### src/rpc_consts.vh
// rpc_consts.vh: constants of the reset and power-on controller.
// assumes a 250 MHz system clock and a low-speed oscillator tick input.
`ifndef RPC_CONSTS_VH
`define RPC_CONSTS_VH

// bus register offsets (byte addresses)
`define RPC_ADR_CAUSE 4'h0
`define RPC_ADR_SRST 4'h4
`define RPC_ADR_WDCLR 4'h8
`define RPC_ADR_IRQST 4'hc
`define RPC_ADR_IRQMSK 4'he
`define RPC_ADR_BANK_HI 1'b1

// watchdog clear key
`define RPC_WD_KEY 8'h5a

// reset vector
`define RPC_RESET_VEC 16'h0000

// timing
`define RPC_CLK_MHZ 250
`define RPC_PWR_STAB_US 4600
`define RPC_DEBOUNCE_US 8000
`define RPC_PWR_STAB_CYC (`RPC_PWR_STAB_US * `RPC_CLK_MHZ)
`define RPC_DEBOUNCE_CYC (`RPC_DEBOUNCE_US * `RPC_CLK_MHZ)
`define RPC_CLK_STAB_CNT 12'h800
`define RPC_LSO_STAB_CNT 3'h4
`define RPC_WD_TICKS 10'h3ff

// cause flag bit positions
`define RPC_CAUSE_LV 7
`define RPC_CAUSE_WD 6
`define RPC_CAUSE_PIN 5
`define RPC_CAUSE_SW 0
`define RPC_CAUSE_POR_INIT 8'h80
`define RPC_CAUSE_SOFT_INIT 8'h01

// watchdog modes
`define RPC_WDM_DIS 2'h0
`define RPC_WDM_EN 2'h1
`define RPC_WDM_ALW 2'h2

// pin modes
`define RPC_PIN_GPIO 2'h0
`define RPC_PIN_RST 2'h1
`define RPC_PIN_RSTDB 2'h2

`endif

### src/rpc_ctrl.v
// rpc_ctrl.v: reset sources, power-on sequence, watchdog, wishbone regs.
// assumes inputs synchronous to sys_clk_i; low-speed osc as a tick pulse.
`timescale 1ns/10ps
`default_nettype none
`include "rpc_consts.vh"

module rpc_ctrl #(
  parameter PWR_CYC = `RPC_PWR_STAB_CYC,
  parameter DEB_CYC = `RPC_DEBOUNCE_CYC
) (
  // clock and reset
  input wire sys_clk_i,
  input wire nrst_i,
  // wishbone slave
  input wire wb_cyc_i,
  input wire wb_stb_i,
  input wire wb_we_i,
  input wire [3:0] wb_adr_i,
  input wire [3:0] wb_sel_i,
  input wire [31:0] wb_dat_i,
  output reg [31:0] wb_dat_o,
  output reg wb_ack_o,
  // reset sources and options
  input wire low_voltage_reset_level_i,
  input wire ext_rst_pin_i,
  input wire low_speed_osc_tick_i,
  input wire sel_clk_tick_i,
  input wire cpu_sleep_i,
  input wire [1:0] wd_mode_i,
  input wire [1:0] wd_period_i,
  input wire [1:0] pin_mode_i,
  input wire [2:0] clk_src_sel_i,
  // outputs
  output reg sys_rst_n_o,
  output reg cpu_run_o,
  output reg [15:0] reset_vec_o,
  output reg clk_src_en_o,
  output reg [2:0] clk_src_o,
  output reg irq_o
);

////////////////////////////////////////////////////////////////////////
localparam ST_RST = 2'h0;
localparam ST_PWR = 2'h1;
localparam ST_CLK = 2'h2;
localparam ST_RUN = 2'h3;

function [9:0] wd_prescale;
  input [1:0] sel;
  begin
    wd_prescale = (10'h1 << sel) - 10'h1;
  end
endfunction

// one decoder for the bus write and bank register selects; the read mux uses its own case
function adr_hit;
  input [3:0] adr;
  input [3:0] reg_adr;
  begin
    adr_hit = (adr == reg_adr);
  end
endfunction

reg [1:0] state_r;
reg [31:0] seq_cnt_r;
reg [11:0] clk_cnt_r;
reg [2:0] lso_cnt_r;
reg [31:0] deb_cnt_r;
reg [9:0] wd_cnt_r;
reg [3:0] wd_pre_r;
reg srst_armed_r;
reg [7:0] cause_r;
reg [7:0] cause_nxt;
reg [31:0] rd_dat_nxt;
reg [3:0] irq_st_r;
reg [3:0] irq_msk_r;
reg hard_rst;
reg soft_rst;
reg pin_rst;
reg wd_ovf;

wire wb_req = wb_cyc_i & wb_stb_i & ~wb_ack_o;
wire wb_wr = wb_req & wb_we_i & wb_sel_i[0];
wire hi_bank = adr_hit({wb_adr_i[3:1], 1'b0}, `RPC_ADR_IRQMSK);
wire wr_srst = wb_wr & adr_hit(wb_adr_i, `RPC_ADR_SRST);
wire wr_wd = wb_wr & adr_hit(wb_adr_i, `RPC_ADR_WDCLR);
wire wr_irqst = wb_wr & adr_hit(wb_adr_i, `RPC_ADR_IRQST);
wire wd_clear = wr_wd & (wb_dat_i[7:0] == `RPC_WD_KEY);
wire wd_run = (wd_mode_i == `RPC_WDM_ALW) |
  ((wd_mode_i == `RPC_WDM_EN) & ~cpu_sleep_i);
wire [9:0] wd_limit = wd_prescale(wd_period_i);
wire [3:0] irq_evt = {soft_rst, pin_rst, wd_ovf, low_voltage_reset_level_i};
wire [3:0] irq_clr = wr_irqst ? wb_dat_i[3:0] : 4'h0;
wire [3:0] irq_st_nxt;

////////////////////////////////////////////////////////////////////////
// reset source combination
always @*
begin
  pin_rst = 1'b0;
  if (pin_mode_i == `RPC_PIN_RST)
    pin_rst = ~ext_rst_pin_i;
  else if (pin_mode_i == `RPC_PIN_RSTDB)
    pin_rst = (deb_cnt_r >= DEB_CYC - 1);
  wd_ovf = wd_run & (state_r == ST_RUN) & low_speed_osc_tick_i &
    (wd_pre_r == wd_limit[3:0]) &
    (wd_cnt_r == `RPC_WD_TICKS) & ~wd_clear;
  hard_rst = low_voltage_reset_level_i | pin_rst | wd_ovf;
  soft_rst = wr_srst & wb_dat_i[0] & srst_armed_r;
end

// debounce: a high sample restarts the count
always @(posedge sys_clk_i or negedge nrst_i)
begin
  if (!nrst_i)
    deb_cnt_r <= 32'h0;
  else if (ext_rst_pin_i || pin_mode_i != `RPC_PIN_RSTDB)
    deb_cnt_r <= 32'h0;
  else if (deb_cnt_r < DEB_CYC - 1)
    deb_cnt_r <= deb_cnt_r + 32'h1;
end

////////////////////////////////////////////////////////////////////////
// power-on sequence
always @(posedge sys_clk_i or negedge nrst_i)
begin
  if (!nrst_i)
  begin
    state_r <= ST_RST;
    seq_cnt_r <= 32'h0;
    clk_cnt_r <= 12'h0;
    lso_cnt_r <= 3'h0;
    clk_src_en_o <= 1'b0;
    clk_src_o <= 3'h0;
    cpu_run_o <= 1'b0;
    sys_rst_n_o <= 1'b0;
  end
  else if (hard_rst)
  begin
    state_r <= ST_RST;
    seq_cnt_r <= 32'h0;
    clk_src_en_o <= 1'b0;
    cpu_run_o <= 1'b0;
    sys_rst_n_o <= 1'b0;
  end
  else if (soft_rst)
  begin
    sys_rst_n_o <= 1'b0;
    cpu_run_o <= 1'b0;
  end
  else
  begin
    case (state_r)
      ST_RST:
      begin
        state_r <= ST_PWR;
        seq_cnt_r <= 32'h0;
      end
      ST_PWR:
      begin
        seq_cnt_r <= seq_cnt_r + 32'h1;
        if (seq_cnt_r >= PWR_CYC - 1)
        begin
          state_r <= ST_CLK;
          clk_src_o <= clk_src_sel_i;
          clk_src_en_o <= 1'b1;
          clk_cnt_r <= 12'h0;
          lso_cnt_r <= 3'h0;
        end
      end
      ST_CLK:
      begin
        // both counters saturate; release when both done
        if (sel_clk_tick_i && clk_cnt_r != `RPC_CLK_STAB_CNT)
          clk_cnt_r <= clk_cnt_r + 12'h1;
        if (low_speed_osc_tick_i && lso_cnt_r != `RPC_LSO_STAB_CNT)
          lso_cnt_r <= lso_cnt_r + 3'h1;
        if (clk_cnt_r == `RPC_CLK_STAB_CNT &&
            lso_cnt_r == `RPC_LSO_STAB_CNT)
          state_r <= ST_RUN;
      end
      ST_RUN:
      begin
        sys_rst_n_o <= 1'b1;
        cpu_run_o <= sys_rst_n_o;
      end
      default:
        state_r <= ST_RST;
    endcase
  end
end

////////////////////////////////////////////////////////////////////////
// watchdog
always @(posedge sys_clk_i or negedge nrst_i)
begin
  if (!nrst_i)
  begin
    wd_cnt_r <= 10'h0;
    wd_pre_r <= 4'h0;
  end
  else if (wd_clear || state_r != ST_RUN || hard_rst)
  begin
    wd_cnt_r <= 10'h0;
    wd_pre_r <= 4'h0;
  end
  else if (wd_run && low_speed_osc_tick_i)
  begin
    if (wd_pre_r == wd_limit[3:0])
    begin
      wd_pre_r <= 4'h0;
      wd_cnt_r <= wd_cnt_r + 10'h1;
    end
    else
      wd_pre_r <= wd_pre_r + 4'h1;
  end
end

////////////////////////////////////////////////////////////////////////
// software reset arm: any other bus write with wb_sel_i[0] set breaks the consecutive pair
always @(posedge sys_clk_i or negedge nrst_i)
begin
  if (!nrst_i)
    srst_armed_r <= 1'b0;
  else if (wr_srst)
    srst_armed_r <= wb_dat_i[0] & ~srst_armed_r;
  else if (wb_wr)
    srst_armed_r <= 1'b0;
end

////////////////////////////////////////////////////////////////////////
// cause flags: only the latest cause is kept
always @*
begin
  cause_nxt = cause_r;
  if (hard_rst)
  begin
    cause_nxt = 8'h0;
    cause_nxt[`RPC_CAUSE_LV] = low_voltage_reset_level_i;
    cause_nxt[`RPC_CAUSE_WD] = wd_ovf & ~low_voltage_reset_level_i;
    cause_nxt[`RPC_CAUSE_PIN] = pin_rst & ~low_voltage_reset_level_i &
      ~wd_ovf;
  end
  else if (soft_rst)
    cause_nxt = `RPC_CAUSE_SOFT_INIT;
end

// power-up counts as a voltage reset
always @(posedge sys_clk_i or negedge nrst_i)
begin
  if (!nrst_i)
    cause_r <= `RPC_CAUSE_POR_INIT;
  else
    cause_r <= cause_nxt;
end

////////////////////////////////////////////////////////////////////////
// interrupt status, one sticky bit per event
genvar gi;
generate
  for (gi = 0; gi < 4; gi = gi + 1)
  begin : g_irq
    // set wins over write-one-to-clear
    assign irq_st_nxt[gi] = (irq_st_r[gi] & ~irq_clr[gi]) | irq_evt[gi];
  end
endgenerate

always @(posedge sys_clk_i or negedge nrst_i)
begin
  if (!nrst_i)
  begin
    irq_st_r <= 4'h0;
    irq_msk_r <= 4'h0;
    irq_o <= 1'b0;
  end
  else
  begin
    irq_st_r <= irq_st_nxt;
    if (wb_wr && hi_bank)
      irq_msk_r <= wb_dat_i[3:0];
    irq_o <= |(irq_st_r & irq_msk_r);
  end
end

////////////////////////////////////////////////////////////////////////
// register read mux; unmapped addresses read zero, except 4'hf, which reads the mask like 4'he
always @*
begin
  rd_dat_nxt = 32'h0;
  if (wb_req && !wb_we_i)
  begin
    if (hi_bank)
      rd_dat_nxt = {28'h0, irq_msk_r};
    else
    begin
      case (wb_adr_i)
        `RPC_ADR_CAUSE: rd_dat_nxt = {24'h0, cause_r};
        `RPC_ADR_SRST: rd_dat_nxt = {31'h0, cause_r[`RPC_CAUSE_SW]};
        `RPC_ADR_IRQST: rd_dat_nxt = {28'h0, irq_st_r};
        default: rd_dat_nxt = 32'h0;
      endcase
    end
  end
end

// ack one cycle after the request, data only beside it
always @(posedge sys_clk_i or negedge nrst_i)
begin
  if (!nrst_i)
  begin
    wb_ack_o <= 1'b0;
    wb_dat_o <= 32'h0;
  end
  else
  begin
    wb_ack_o <= wb_req;
    wb_dat_o <= rd_dat_nxt;
  end
end

// fixed vector, kept in a flop so the output is registered
always @(posedge sys_clk_i or negedge nrst_i)
begin
  if (!nrst_i)
    reset_vec_o <= `RPC_RESET_VEC;
  else
    reset_vec_o <= `RPC_RESET_VEC;
end

endmodule // rpc_ctrl
`default_nettype wire

### config.mk
export PLATFORM = sky130hd
export DESIGN_NAME = rpc_ctrl
export DESIGN_NICKNAME = d
export VERILOG_FILES = /design/src/rpc_ctrl.v
export VERILOG_INCLUDE_DIRS = /design/src
export SDC_FILE = /design/constraint.sdc
export NUM_CORES = 1
export LEC_CHECK = 0
export BUFFER_PORTS_ARGS = -buffer_cell sky130_fd_sc_hd__buf_2
export CORE_AREA = 2 2 134 97
export DETAILED_ROUTE_END_ITERATION = 8
export DIE_AREA = 0 0 136 99
export PLACE_DENSITY = 0.83
export SETUP_SLACK_MARGIN = 0.4
export SLEW_MARGIN = 10
export SYNTH_ARGS = -nofsm -noshare
export SYNTH_HDL_FRONTEND = slang
export SYNTH_SLANG_ARGS = --single-unit
### constraint.sdc
create_clock -name sys_clk_i -period 6.6 [get_ports sys_clk_i]
set_input_delay 0.66 -clock sys_clk_i [delete_from_list [all_inputs] [get_ports sys_clk_i]]
set_output_delay 0.66 -clock sys_clk_i [all_outputs]
set_load 0.03 [all_outputs]
==> metrics.md <==
| Metric | Value |
|---|---|
| Setup clock skew after layout | 0.0129 ns |
| Register bit total from synthesis | 123 |
| Area of the core | 12,200 µm² |
| # port buffers | 46 |
| Worst-path cell chain | ha_1 > and3_1 > a21oi_1 > o32ai_4 > nor3_4 > buf_4 > nand3_1 > a21oi_1 |
| Fraction of the mapped netlist area in compound gates | 12.4% |
| Number of nets at the end of the flow | 876 |
| Io pins | 115 |
| Total wire length after detailed routing | 16,800 µm |
| Syn Area/Cell | about 9.3 µm² |
| Number of hold-slack violations in the final timing report | 0 |
| Count of buffers added by post-CTS timing repair for setup | 0 |
| Post-synth EDFFs | 0 |
| Sum of net half-perimeters after detailed placement | between 10,000 and 15,000 µm |
| Share of the yosys chip area belonging to registers | 42.8% |
| Post-route setup TNS | 0 ns |
| Post-DRT Antenna Nets | 0 |
| Total power divided by cell area | 275 nW/µm² |
| Post-layout power | 0.00219 W |
| Vias after detailed routing | ~6,000 |
| Post-cts resize count | 0 |
| Starting DRC count in detailed routing | 552 |
| Buffer type at the clock tree root | clkbuf_16 |
| X dimension of the die | 136 µm |
| CP endpoint kind | flop |
| Peak supply drop | 0.193 mV |
| Result of the run | finished, final reports clean |
| Last weighted congestion value of the routability-driven placer | 0.862 |
| CTS H-tree lvls | 4 |
| Max-cap violations | 0 |
| Starting density of the core | around 59% |
| Hold_buf cts | 0 |
| Relative slew slack | 19.7% |
| CP Launch Type | flop |
| Synth Area in Simple Gates | 26.1% |
| Total track usage | 26.3% |
| Insertion delay to the later sink of the worst-skew pair | 0.42 ns |
| Netlist Area Pre-Place | 7190 µm² |
| Static power due to leakage | 3.40 nW |
| Max clock buf depth | 2 |
| First-pass iteration count of the detailed router | 5 |
| Final critical-path share of the clock period | 53.2% |
| Launch instance of the worst register-to-register path | deb_cnt_r[0] |
| Number of max-slew violations in the final report | 0 |
| Layout-stage area growth over the synthesis result | 10.6% |
| Worst path required time | 6.93 ns |
| # rows | 34 |
| Fraction of layout cells with a size suffix above 1 | 14.2% |
| CP max stage cell | buf_4 |
| Post-synth cell types | 71 |
| Main combinational cell family by area after synthesis | simple AND/OR/NAND/NOR gates |
| Number of global-route vias before repair | around 5,900 |
| Portion of netlist area occupied by mux cells | 6.11% |
| Register clock-pin slew on the reported worst setup and hold paths | about 0.060 ns |
| XOR/XNOR Fraction of Synth Area | 2.44% |
| FMAX | 285 MHz |
| R2R Setup Slk | between 3 and 4 ns |
| Fraction of registers with async set or reset after synthesis | 100% |
| Clock Sink Count | 123 |
| TritonCTS clock tree | yes |
| RSZ-0062 raised after global routing | false |
| Worst-Margin Slew | 1.20 ns |
| Pin count of the biggest net entering global routing | 110 |
| Die height | 99 µm |
| Global route total overflow | 0 |
| Final Setup Violations | 0 |
| Crit path kind | flop to flop |
| Clock buffers created by TritonCTS | 17 |
| Maximum single-stage delay on the critical path | 0.80 ns |
| Path class of the lowest-slack min-delay path | input port to asynchronous set/reset pin |
| DRC violations left | 0 |
| Global-route wire length before repair | 28,500 µm |
| Critical path fanouts, max | 109 |
| Vias per std cell | between 6 and 7 |
| Shortest period the worst path allows | 3.51 ns |
| Fraction of the mapped netlist area in adder cells | 2.09% |
| Top FF cell, synth | dfrtp_1 |
| Total Die Area | 13,500 µm² |
| Capture instance of the worst register-to-register path | wd_pre_r[3] |
| Cell count after synthesis | approximately 770 |
| Data arrival, critical path | 3.84 ns |
| Antenna diodes | 0 |
| Crit-path most repeated cell | a21oi_1 |
| Count of yosys warnings during synthesis | 0 |
| Worst Reg2Reg Path Length in Cells | 8 |
| Initial antenna violation count | 0 |
| End point of the critical path | wd_pre_r[3] |
| Critical path origin | deb_cnt_r[0] |
| Average wire per cell in the routed design | 17.2 µm |
| Worst hold slack across all endpoints | around 0.27 ns |
==> metrics by stage <==
step                util [%]  setup WS (ns)  instances  area, µm²
floorplan                  -           3.91        812       7340
global route            65.4           2.81        980       7960
global placement        60.7           3.02        948       7380
CTS                     65.4           3.14        980       7960
detailed placement      60.7           2.88        948       7380
finish                  65.4           3.09        980       7960
==> power by group <==
part           internal (W)  leakage (nW)  switching [W]  total (W)
sequential         0.000787          1.69      0.0000274   0.000814
clock              0.000534         0.271       0.000367   0.000901
combinational      0.000144          1.44       0.000327   0.000471
==> per-layer routing <==
metal / vias up / GRT usage, % / share of wire (%)
met2: 259 / 41.8 / 48
met4: 0 / 7.69 / 1.2
met3: 26 / 5.97 / 6.9
met5: - / 0 / 0
met1: 2972 / 36.2 / 44
li1: 2805 / - / -
==> area by class of cell <==
class / count / area [µm²]
fillers: 934 / 4210
clock inverters: 14 / 135
inverters: 24 / 90.1
well taps: 162 / 203
flip-flops and latches: 123 / 3080
clock buffers: 18 / 439
repair buffers: 55 / 300
multi-input cells: 584 / 3710
==> flip-flops by register name, summed over array words and instances, names as in the netlist, 2 cells and up <==
register and count:
clk_cnt_r 12, wd_pre_r 4, clk_src_o 3, state_r 2, deb_cnt_r 32, irq_msk_r 4
seq_cnt_r 32, cause_r 4, irq_st_r 4, lso_cnt_r 3, wb_dat_o 7, wd_cnt_r 10
==> Yosys cell counts, types with 2 or more instances <==
cell | count | area (µm²)
a2111oi_0 | 2 | 17.5
a2111oi_1 | 2 | 20.0
a211oi_1 | 2 | 15.0
a21o_1 | 3 | 22.5
a21oi_1 | 25 | 125
a22oi_1 | 6 | 45.0
a311oi_1 | 2 | 17.5
a31o_2 | 4 | 35.0
a31oi_1 | 29 | 181
a32o_1 | 8 | 80.1
a41o_1 | 2 | 20.0
and2_1 | 21 | 131
and3_1 | 19 | 119
and4_1 | 6 | 52.6
buf_2 | 11 | 55.1
buf_4 | 41 | 308
buf_6 | 2 | 22.5
clkbuf_1 | 26 | 97.6
dfrtp_1 | 122 | 3050
ha_1 | 12 | 150
inv_1 | 24 | 90.1
mux2_2 | 7 | 78.8
mux2i_1 | 36 | 360
nand2_1 | 49 | 184
nand3_1 | 70 | 350
nand3b_1 | 31 | 233
nand4_1 | 30 | 188
nand4b_1 | 2 | 17.5
nor2_1 | 57 | 214
nor2b_1 | 4 | 25.0
nor3_1 | 14 | 70.1
nor3b_1 | 3 | 22.5
nor4_1 | 11 | 68.8
nor4b_1 | 2 | 17.5
nor4bb_1 | 2 | 20.0
o211ai_1 | 2 | 15.0
o21ai_0 | 22 | 110
or2_2 | 5 | 31.3
or3_1 | 6 | 37.5
xnor2_1 | 11 | 96.3
xor2_1 | 9 | 78.8
==> kinds of logic (layout without fill, tap and decap cells) <==
kind of cell / after synthesis / in the layout
other cells: 1 / 41
flops: 123 / 123
simple gates: 342 / 342
compound gates: 126 / 126
xor+xnor: 20 / 20
fa+ha+maj: 12 / 12
mux: 43 / 43
buf+inv: 105 / 111
==> placed cells by master, fill, tap and decap left out, drive strengths merged, types with 4 or more instances in the layout <==
cell,n
nor4,11
dfrtp,122
a22oi,6
buf,55
or3,6
a31oi,29
a32o,8
xnor2,11
nand4,30
conb,41
mux2,7
nor3,15
ha,12
a21oi,26
clkinvlp,4
nand3,70
a2111oi,5
mux2i,36
and4,6
or2,5
and2,23
nand3b,31
o21ai,23
nand2,49
xor2,9
a31o,4
clkbuf,18
nor2,57
nor2b,4
inv,30
and3,19
==> critical path: cells and delay by family (launching register included) <==
family / cells / cell delay, ns
simple gates: 3 / 1.02
compound gates: 3 / 0.89
buf+inv: 1 / 0.80
fa+ha+maj: 1 / 0.25
flops: 1 / 0.41
==> worst min-delay path by stage <==
stage	from	to	slack (ns)	depth (start not counted)
after CTS	nrst_i	deb_cnt_r[0]	0.30	1
final	nrst_i	deb_cnt_r[0]	0.27	1
after global placement	deb_cnt_r[28]	deb_cnt_r[28]	0.47	1
after global routing	nrst_i	deb_cnt_r[0]	0.33	1
after floorplan	nrst_i	cause_r[0]	0.36	0
after detailed placement	deb_cnt_r[21]	deb_cnt_r[21]	0.47	1
Power figures use the tool's default switching activity.
